[src/rag_defs.vh]
// Constants for the RAM/ROM address generation block
// Summary of operation
// - Indirect RAM address joins three index registers
// - Direct mode uses second word as address
// - Memory-register ops reach sixteen fixed digits
// - Long branches replace all fourteen counter bits
// - Program memory split in 256-word pages
// - In-page jump replaces counter bits 7..0
// - Jump at page end lands next page
// - Zero-page call loads six bits, clears rest
// - Table jump uses immediate, acc, second acc
// - Table word bit 8 loads both accumulators
// - Table word bit 9 loads port latches
// - Both bits set update all four together
// - Table read leaves program flow sequential
// - Instruction words are ten bits wide
`ifndef RAG_DEFS_VH
`define RAG_DEFS_VH
`define RAG_PC_W        14
`define RAG_IW          10
`define RAG_RA_W        10
`define RAG_PAGE_W      8
`define RAG_ZP_W        6
`define RAG_MEMREG_BASE 10'h040
// Decoded operation codes presented by the instruction decoder
`define RAG_OP_NONE     4'h0
`define RAG_OP_INDIRECT 4'h1
`define RAG_OP_DIRECT   4'h2
`define RAG_OP_MEMREG   4'h3
`define RAG_OP_LONG     4'h4
`define RAG_OP_PAGE     4'h5
`define RAG_OP_ZPAGE    4'h6
`define RAG_OP_TABJMP   4'h7
`define RAG_OP_TABRD    4'h8
`define RAG_TB_ACC_BIT  8
`define RAG_TB_PORT_BIT 9
`endif

[src/rag_pc_next.v]
// Next program counter computation for all branch kinds
`timescale 1ns/100ps
`include "rag_defs.vh"
module rag_pc_next
#(
    parameter PC_W = 14
)
(
    input  wire [3:0]      op,       // Decoded operation
    input  wire [PC_W-1:0] pc_inc,   // Already incremented counter
    input  wire [PC_W-1:0] long_imm, // Long branch target
    input  wire [7:0]      page_imm, // In-page target
    input  wire [5:0]      zp_imm,   // Zero-page target
    input  wire [3:0]      tab_imm,  // Table jump immediate
    input  wire [3:0]      acc,      // Accumulator
    input  wire [3:0]      acc2,     // Second accumulator
    output reg  [PC_W-1:0] pc_nxt    // Next counter value
);
    always @*
    begin
        case (op)
            `RAG_OP_LONG:   pc_nxt = long_imm;
            `RAG_OP_PAGE:   pc_nxt = {pc_inc[PC_W-1:8], page_imm};
            `RAG_OP_ZPAGE:  pc_nxt = {{(PC_W-6){1'b0}}, zp_imm};
            `RAG_OP_TABJMP: pc_nxt = {{(PC_W-12){1'b0}}, tab_imm, acc2, acc};
            default:        pc_nxt = pc_inc;
        endcase
    end
endmodule

[src/rag_ram_addr.v]
// Data RAM address selection for the three addressing modes
`timescale 1ns/100ps
`include "rag_defs.vh"
module rag_ram_addr
(
    input  wire [3:0]  op,        // Decoded operation
    input  wire [1:0]  idx_hi,    // Index register high part
    input  wire [3:0]  idx_mid,   // Index register middle part
    input  wire [3:0]  idx_lo,    // Index register low part
    input  wire [9:0]  dir_word,  // Second instruction word
    input  wire [3:0]  mr_digit,  // Memory-register digit number
    output reg  [9:0]  ram_addr   // Selected address
);
    always @*
    begin
        case (op)
            `RAG_OP_DIRECT: ram_addr = dir_word;
            `RAG_OP_MEMREG: ram_addr = `RAG_MEMREG_BASE | {6'h00, mr_digit};
            default:        ram_addr = {idx_hi, idx_mid, idx_lo};
        endcase
    end
endmodule

[src/rag_core.v]
// RAM/ROM address generation: program counter, RAM address, table read
`timescale 1ns/100ps
`include "rag_defs.vh"
module rag_core
#(
    parameter PC_W = 14,
    parameter IW   = 10
)
(
    input  wire            clk,          // Core clock
    input  wire            nrst,         // Synchronous reset, active low
    input  wire            ce,           // Clock enable
    input  wire            fetch,        // One word fetched this cycle
    input  wire [IW-1:0]   rom_word,     // Word from program ROM
    input  wire [3:0]      op,           // Decoded operation, valid on fetch
    input  wire [PC_W-1:0] long_imm,     // Long branch immediate
    input  wire [7:0]      page_imm,     // In-page immediate
    input  wire [5:0]      zp_imm,       // Zero-page immediate
    input  wire [3:0]      tab_imm,      // Table jump immediate
    input  wire [3:0]      mr_digit,     // Memory-register digit number
    input  wire [1:0]      idx_hi,       // Index high
    input  wire [3:0]      idx_mid,      // Index middle
    input  wire [3:0]      idx_lo,       // Index low
    input  wire [3:0]      acc,          // Accumulator
    input  wire [3:0]      acc2,         // Second accumulator
    output reg  [PC_W-1:0] pc_r,         // Program counter
    output reg  [9:0]      ram_addr_r,   // Data RAM address
    output reg             ram_valid_r,  // RAM address valid
    output reg             tab_busy_r,   // Table word being read
    output reg  [PC_W-1:0] rom_addr_r,   // ROM address for table read
    output reg             acc_we_r,     // Load both accumulators
    output reg  [3:0]      acc_d_r,      // Accumulator data
    output reg  [3:0]      acc2_d_r,     // Second accumulator data
    output reg             port_we_r,    // Load port latches
    output reg  [3:0]      port_one_out_latch, // Port one latch
    output reg  [3:0]      port_two_out_latch  // Port two latch
);
    localparam ST_OP   = 2'd0;
    localparam ST_DIR  = 2'd1;
    localparam ST_TAB  = 2'd2;

    reg  [1:0]      state_r;
    reg  [1:0]      state_nxt;
    wire [PC_W-1:0] pc_inc;
    wire [PC_W-1:0] pc_nxt;
    wire [9:0]      ram_addr_nxt;
    wire [3:0]      eff_op;

    assign pc_inc = pc_r + {{(PC_W-1){1'b0}}, 1'b1};
    // Branch ops only act on a fresh opcode word
    assign eff_op = (state_r == ST_OP) ? op : `RAG_OP_NONE;

    rag_pc_next #(.PC_W(PC_W)) u_pc
    (
        .op       (eff_op),
        .pc_inc   (pc_inc),
        .long_imm (long_imm),
        .page_imm (page_imm),
        .zp_imm   (zp_imm),
        .tab_imm  (tab_imm),
        .acc      (acc),
        .acc2     (acc2),
        .pc_nxt   (pc_nxt)
    );

    rag_ram_addr u_ra
    (
        .op       ((state_r == ST_DIR) ? `RAG_OP_DIRECT : op),
        .idx_hi   (idx_hi),
        .idx_mid  (idx_mid),
        .idx_lo   (idx_lo),
        .dir_word (rom_word[9:0]),
        .mr_digit (mr_digit),
        .ram_addr (ram_addr_nxt)
    );

    always @*
    begin
        state_nxt = state_r;
        case (state_r)
            ST_OP:
            begin
                if (fetch && op == `RAG_OP_DIRECT)
                    state_nxt = ST_DIR;
                else if (fetch && op == `RAG_OP_TABRD)
                    state_nxt = ST_TAB;
            end
            ST_DIR:
            begin
                if (fetch)
                    state_nxt = ST_OP;
            end
            ST_TAB:
                state_nxt = ST_OP;
            default:
                state_nxt = ST_OP;
        endcase
    end

    always @(posedge clk)
    begin
        if (!nrst)
        begin
            state_r            <= ST_OP;
            pc_r               <= {PC_W{1'b0}};
            ram_addr_r         <= 10'h000;
            ram_valid_r        <= 1'b0;
            tab_busy_r         <= 1'b0;
            rom_addr_r         <= {PC_W{1'b0}};
            acc_we_r           <= 1'b0;
            acc_d_r            <= 4'h0;
            acc2_d_r           <= 4'h0;
            port_we_r          <= 1'b0;
            port_one_out_latch <= 4'h0;
            port_two_out_latch <= 4'h0;
        end
        else if (ce)
        begin
            state_r     <= state_nxt;
            acc_we_r    <= 1'b0;
            port_we_r   <= 1'b0;
            ram_valid_r <= 1'b0;
            tab_busy_r  <= (state_nxt == ST_TAB);
            // each fetched word outside the table cycle, second words included
            if (fetch && state_r != ST_TAB)
                pc_r <= pc_nxt;
            if (fetch && state_r == ST_OP &&
                (op == `RAG_OP_INDIRECT || op == `RAG_OP_MEMREG))
            begin
                ram_addr_r  <= ram_addr_nxt;
                ram_valid_r <= 1'b1;
            end
            if (fetch && state_r == ST_DIR)
            begin
                ram_addr_r  <= ram_addr_nxt;
                ram_valid_r <= 1'b1;
            end
            if (fetch && state_r == ST_OP && op == `RAG_OP_TABRD)
                rom_addr_r <= {{(PC_W-12){1'b0}}, tab_imm, acc2, acc};
            // The table word arrives on rom_word in the cycle after the opcode
            if (state_r == ST_TAB)
            begin
                if (rom_word[`RAG_TB_ACC_BIT])
                begin
                    acc_we_r <= 1'b1;
                    acc_d_r  <= rom_word[3:0];
                    acc2_d_r <= rom_word[7:4];
                end
                if (rom_word[`RAG_TB_PORT_BIT])
                begin
                    port_we_r          <= 1'b1;
                    port_one_out_latch <= rom_word[3:0];
                    port_two_out_latch <= rom_word[7:4];
                end
            end
        end
    end
endmodule

[config.mk]
export PLATFORM = sky130hd
export DESIGN_NAME = rag_core
export DESIGN_NICKNAME = d
export VERILOG_FILES = /design/src/rag_pc_next.v /design/src/rag_ram_addr.v /design/src/rag_core.v
export VERILOG_INCLUDE_DIRS = /design/src
export SDC_FILE = /design/constraint.sdc
export NUM_CORES = 1
export LEC_CHECK = 0
export BUFFER_PORTS_ARGS = -buffer_cell sky130_fd_sc_hd__buf_2
export CAP_MARGIN = 30
export CELL_PAD_IN_SITES_DETAIL_PLACEMENT = 0
export CELL_PAD_IN_SITES_GLOBAL_PLACEMENT = 1
export CORE_ASPECT_RATIO = 0.75
export CORE_MARGIN = 2
export CORE_UTILIZATION = 37
export CTS_BUF_LIST = sky130_fd_sc_hd__clkbuf_4
export DETAILED_ROUTE_END_ITERATION = 6
export PLACE_DENSITY_LB_ADDON = 0.12
export SETUP_SLACK_MARGIN = 0.2
export SKIP_CTS_REPAIR_TIMING = 1
export SLEW_MARGIN = 15
export SYNTH_ARGS = -nofsm -noshare
export SYNTH_HDL_FRONTEND = slang
export SYNTH_HIERARCHICAL = 1
export SYNTH_SLANG_ARGS = --single-unit
[constraint.sdc]
create_clock -name clk -period 2.7 [get_ports clk]
set_clock_uncertainty 0.15 [all_clocks]
set_input_delay 0 -clock clk [delete_from_list [all_inputs] [get_ports clk]]
set_output_delay 0 -clock clk [all_outputs]
set_load 0.05 [all_outputs]
==> Flow_metrics.wiki <==
{| class="wikitable"
! Metric !! Value
|-
| Starting density of the core || 38.3%
|-
| Maximum ir drop on the vdd rail || 0.251 mV
|-
| Achievable Freq || 453 MHz
|-
| DR vias || 3382
|-
| Final Util || 51.2%
|-
| EDFF count, synth || 0
|-
| Cell type contributing the most total cell area after synthesis || dfxtp_1
|-
| Vias in the first global route || 2967
|-
| Clk sinks || 58
|-
| Arrival time at the worst endpoint || 2.41 ns
|-
| Layout overhead on the synthesized area || 33.7%
|-
| Maximum number of pins on one net before global-route repair || 81
|-
| Library cell used as clock root buffer || clkbuf_4
|-
| Main flop type after synthesis || dfxtp_1
|-
| Number of H-tree branching levels || 3
|-
| Avg Synthesized Cell Area || 8.63 µm²
|-
| Kind of critical path || flip-flop to flip-flop
|-
| Area share of the leading cell type in the synthesized netlist || 33.2%
|-
| Final min period || 2.21 ns
|-
| Placeable core region || 0.00912 mm²
|-
| Worst slew pin tran || 0.732 ns
|-
| Worst Setup SP || state_r[0]
|-
| Post-detailed-routing wire length || 11.0 mm
|-
| DIE AREA || 0.0102 mm²
|-
| CTS tree || done
|-
| Data required time at the worst endpoint || 2.90 ns
|-
| Dominant cells by area after synthesis || dfxtp_1 33%, nand2_1 9.7%, mux2i_1 8.3%, a21boi_0 5.8%, o21ai_0 3.4%
|-
| Maxcap violations || 0
|-
| Maximum buffer depth of the clock tree || 2
|-
| Detailed router's first-iteration violation count || 200
|-
| Relative contribution of the clock network to total power || 33.8%
|-
| Flop and latch count out of synthesis || 58
|-
| Weighted congestion reported at the end of routability-driven placement || 0.865
|-
| Layout fillers || 898
|-
| Synthesis warning total || 6
|-
| Final HPWL from detailed placement || 7.59 mm
|-
| Antenna Nets Post-Route || 0
|-
| Final sum of negative setup slack || 0 ns
|-
| Fraction of layout instances using a drive strength above 1 || 31.4%
|-
| Fraction of power spent switching nets || 29.0%
|-
| Fraction of registers with async set/reset || 0%
|-
| Die outline height || 88.2 µm
|-
| Antenna Diode Count || 0
|-
| Routed length per instance || 15.8 µm
|-
| Pwr Density || 398 mW/mm²
|-
| Post-route DRC || 0
|-
| Number of nets in the final layout || 634
|-
| Boundary pin count || 130
|-
| Number of clock buffers inserted by TritonCTS || 9
|-
| Core Rows || 30
|-
| Overall overflow remaining after global route || 0
|-
| Part of the power in combinational logic || 19.0%
|-
| Routed wl met3 || 735 µm
|-
| Register-to-Register Path Depth || 7
|-
| Global-route wire length before repair || 15.6 mm
|-
| Critical Path Source Type || flip-flop
|-
| Register-to-register path setup slack || 0.49 ns
|-
| Total leakage power || 2.00 nW
|-
| Switching power || 0.000539 W
|-
| Most numerous cell in the Yosys netlist || nand2_1
|-
| Final Setup Violations || 0
|-
| Final hold violation count || 1
|-
| Violated checks || negative hold slack
|-
| Clock-pin transition on the worst setup and hold timing paths || 0.10 ns
|-
| Multi-input gate area in the final layout || 0.00208 mm²
|-
| Share of power burned in registers || 47.2%
|-
| RSZ-0062 raised after global routing || false
|-
| Run status || finished with violations
|-
| Vias per std cell || 4.87
|-
| Relative slew slack || 51.2%
|-
| Number of detailed-route iterations in the first pass || 5
|-
| Worst R2R Start || state_r[0]
|-
| Type of destination of the critical path || flip-flop
|-
| Path type of the worst min-delay path || input pin to flip-flop
|-
| Antenna violations before repair || 0
|-
| GRT Resource Usage Total || 20.0%
|-
| Synthesized instance count || 405
|-
| Reg-to-Reg End || pc_r[2]
|-
| Final max-slew violation count || 0
|-
| Count of buffers inserted at the top-level ports || 127
|-
| Capturing element of the worst setup path || pc_r[2]
|-
| Worst hold-check slack || -0.0159 ns
|-
| Share of synthesized area occupied by flip-flops and latches || 33.2%
|-
| Netlist area before placement || 0.00349 mm²
|-
| Met2 wire length || 4.61 mm
|-
| Period utilisation layout || 81.8%
|-
| Register cell area after layout || 0.00116 mm²
|-
| Number of unique standard cell types used by synthesis || 45
|-
| Maximum fanout count along the critical path || 11
|-
| Total routed wire length on the met1 layer || 5.46 mm
|-
| Clock latency at the later pin of the worst-skew pair || 0.42 ns
|-
| Highest routed metal layer || met4
|-
| Cell types with the highest counts after synthesis || 90 x nand2_1, 58 x dfxtp_1, 29 x mux2i_1
|-
| Internal power || 0.00132 W
|-
| Worst Min Path Start || long_imm[7]
|-
| Die Span X || 116 µm
|}
==> per-layer routing <==
layer,track usage (%),vias to the layer above
met3,6.51,13
met4,3.90,0
met5,0,-
li1,-,1724
met1,29.4,1537
met2,28.5,108
==> worst max-delay path, cell delays in order (launching register included) <==
cell,delay (ns)
dfxtp_1,0.56
nor2_1,0.13
and2_1,0.21
and4b_1,0.48
a22o_1,0.24
o22a_1,0.14
nand3_1,0.06
a21boi_0,0.17
==> logic make-up after synthesis <==
logic type / after synthesis / share of synthesized area, %
and+or+nand+nor: 167 / 24.4
AOI/OAI and AO/OA: 84 / 16.7
DFF: 58 / 33.2
muxes: 44 / 14.8
buffers and inverters: 38 / 7.45
xor gates and xnor gates: 12 / 3.01
adders and majority gates: 1 / 0.358
other: 1 / 0.107
==> flip-flops by register name, summed over array words and instances (netlist names) <==
| register | count |
|---|---|
| acc2_d_r | 4 |
| acc_d_r | 4 |
| acc_we_r | 1 |
| pc_r | 14 |
| port_one_out_latch | 4 |
| port_two_out_latch | 4 |
| port_we_r | 1 |
| ram_addr_r | 10 |
| ram_valid_r | 1 |
| rom_addr_r | 12 |
| state_r | 2 |
| tab_busy_r | 1 |
==> worst min-delay path by stage <==
stage | end | slack [ns] | cells after the start
final | pc_r[7] | -0.02 | 6
after detailed placement | rom_addr_r[7] | 0.13 | 3
after global routing | pc_r[7] | 0.008 | 6
after global placement | rom_addr_r[4] | 0.12 | 3
after CTS | rom_addr_r[6] | -0.34 | 3
after floorplan | acc2_d_r[0] | -0.02 | 2
==> cells in the final DEF (no fill, tap or decap), types with 4 or more instances in the layout <==
cell type	synthesis	final
nand4_1	4	4
and4b_1	4	4
nand4b_1	4	4
a21boi_1	8	8
mux2_2	5	5
nor2b_1	10	10
a22o_1	4	4
buf_4	4	11
a21boi_0	27	27
dlygate4sd3_1	0	41
buf_2	5	127
mux2_4	8	8
mux2i_1	29	29
o21ai_0	24	24
clkinv_2	0	4
dfxtp_1	58	58
clkbuf_4	0	10
and2_1	6	6
nand2_1	90	90
nand3_1	22	22
a22oi_1	10	10
and2b_2	5	5
nand2b_1	8	8
xnor2_1	9	9
o22a_1	4	4
==> power by group through the flow <==
| stage | registers (W) | logic (W) | clock network [W] |
|---|---|---|---|
| 2_1_floorplan | 0.000932 | 0.000173 | 0 |
| 3_3_place_gp | 0.000896 | 0.000306 | 0 |
| 3_5_place_dp | 0.000897 | 0.000305 | 0 |
| 4_1_cts | 0.000877 | 0.000306 | 0.000652 |
| 5_1_grt | 0.000880 | 0.000381 | 0.000697 |
| 6_report | 0.000877 | 0.000354 | 0.000627 |
==> through the flow <==
stage	power, W	cell area, µm²	hold WS [ns]	setup WS [ns]	cells
after floorplan	0.00110	3500	-0.0151	0.508	406
after global placement	0.00120	4130	0.120	0.603	637
after detailed placement	0.00120	4130	0.126	0.593	637
after CTS	0.00184	4260	-0.341	0.560	653
after global routing	0.00196	4670	0.00837	0.383	694
final	0.00186	4670	-0.0159	0.492	694
==> cell type report <==
type                            count  area share [%]
Clock buffer                       10            1.61
Clock inverter                      6            1.23
Inverter                            3           0.241
Multi-Input combinational cell    310            44.5
Sequential cell                    58            24.9
Tap cell                          128            3.43
Timing Repair Buffer              179            24.2
Note: power is estimated with default switching activity, not from simulation.
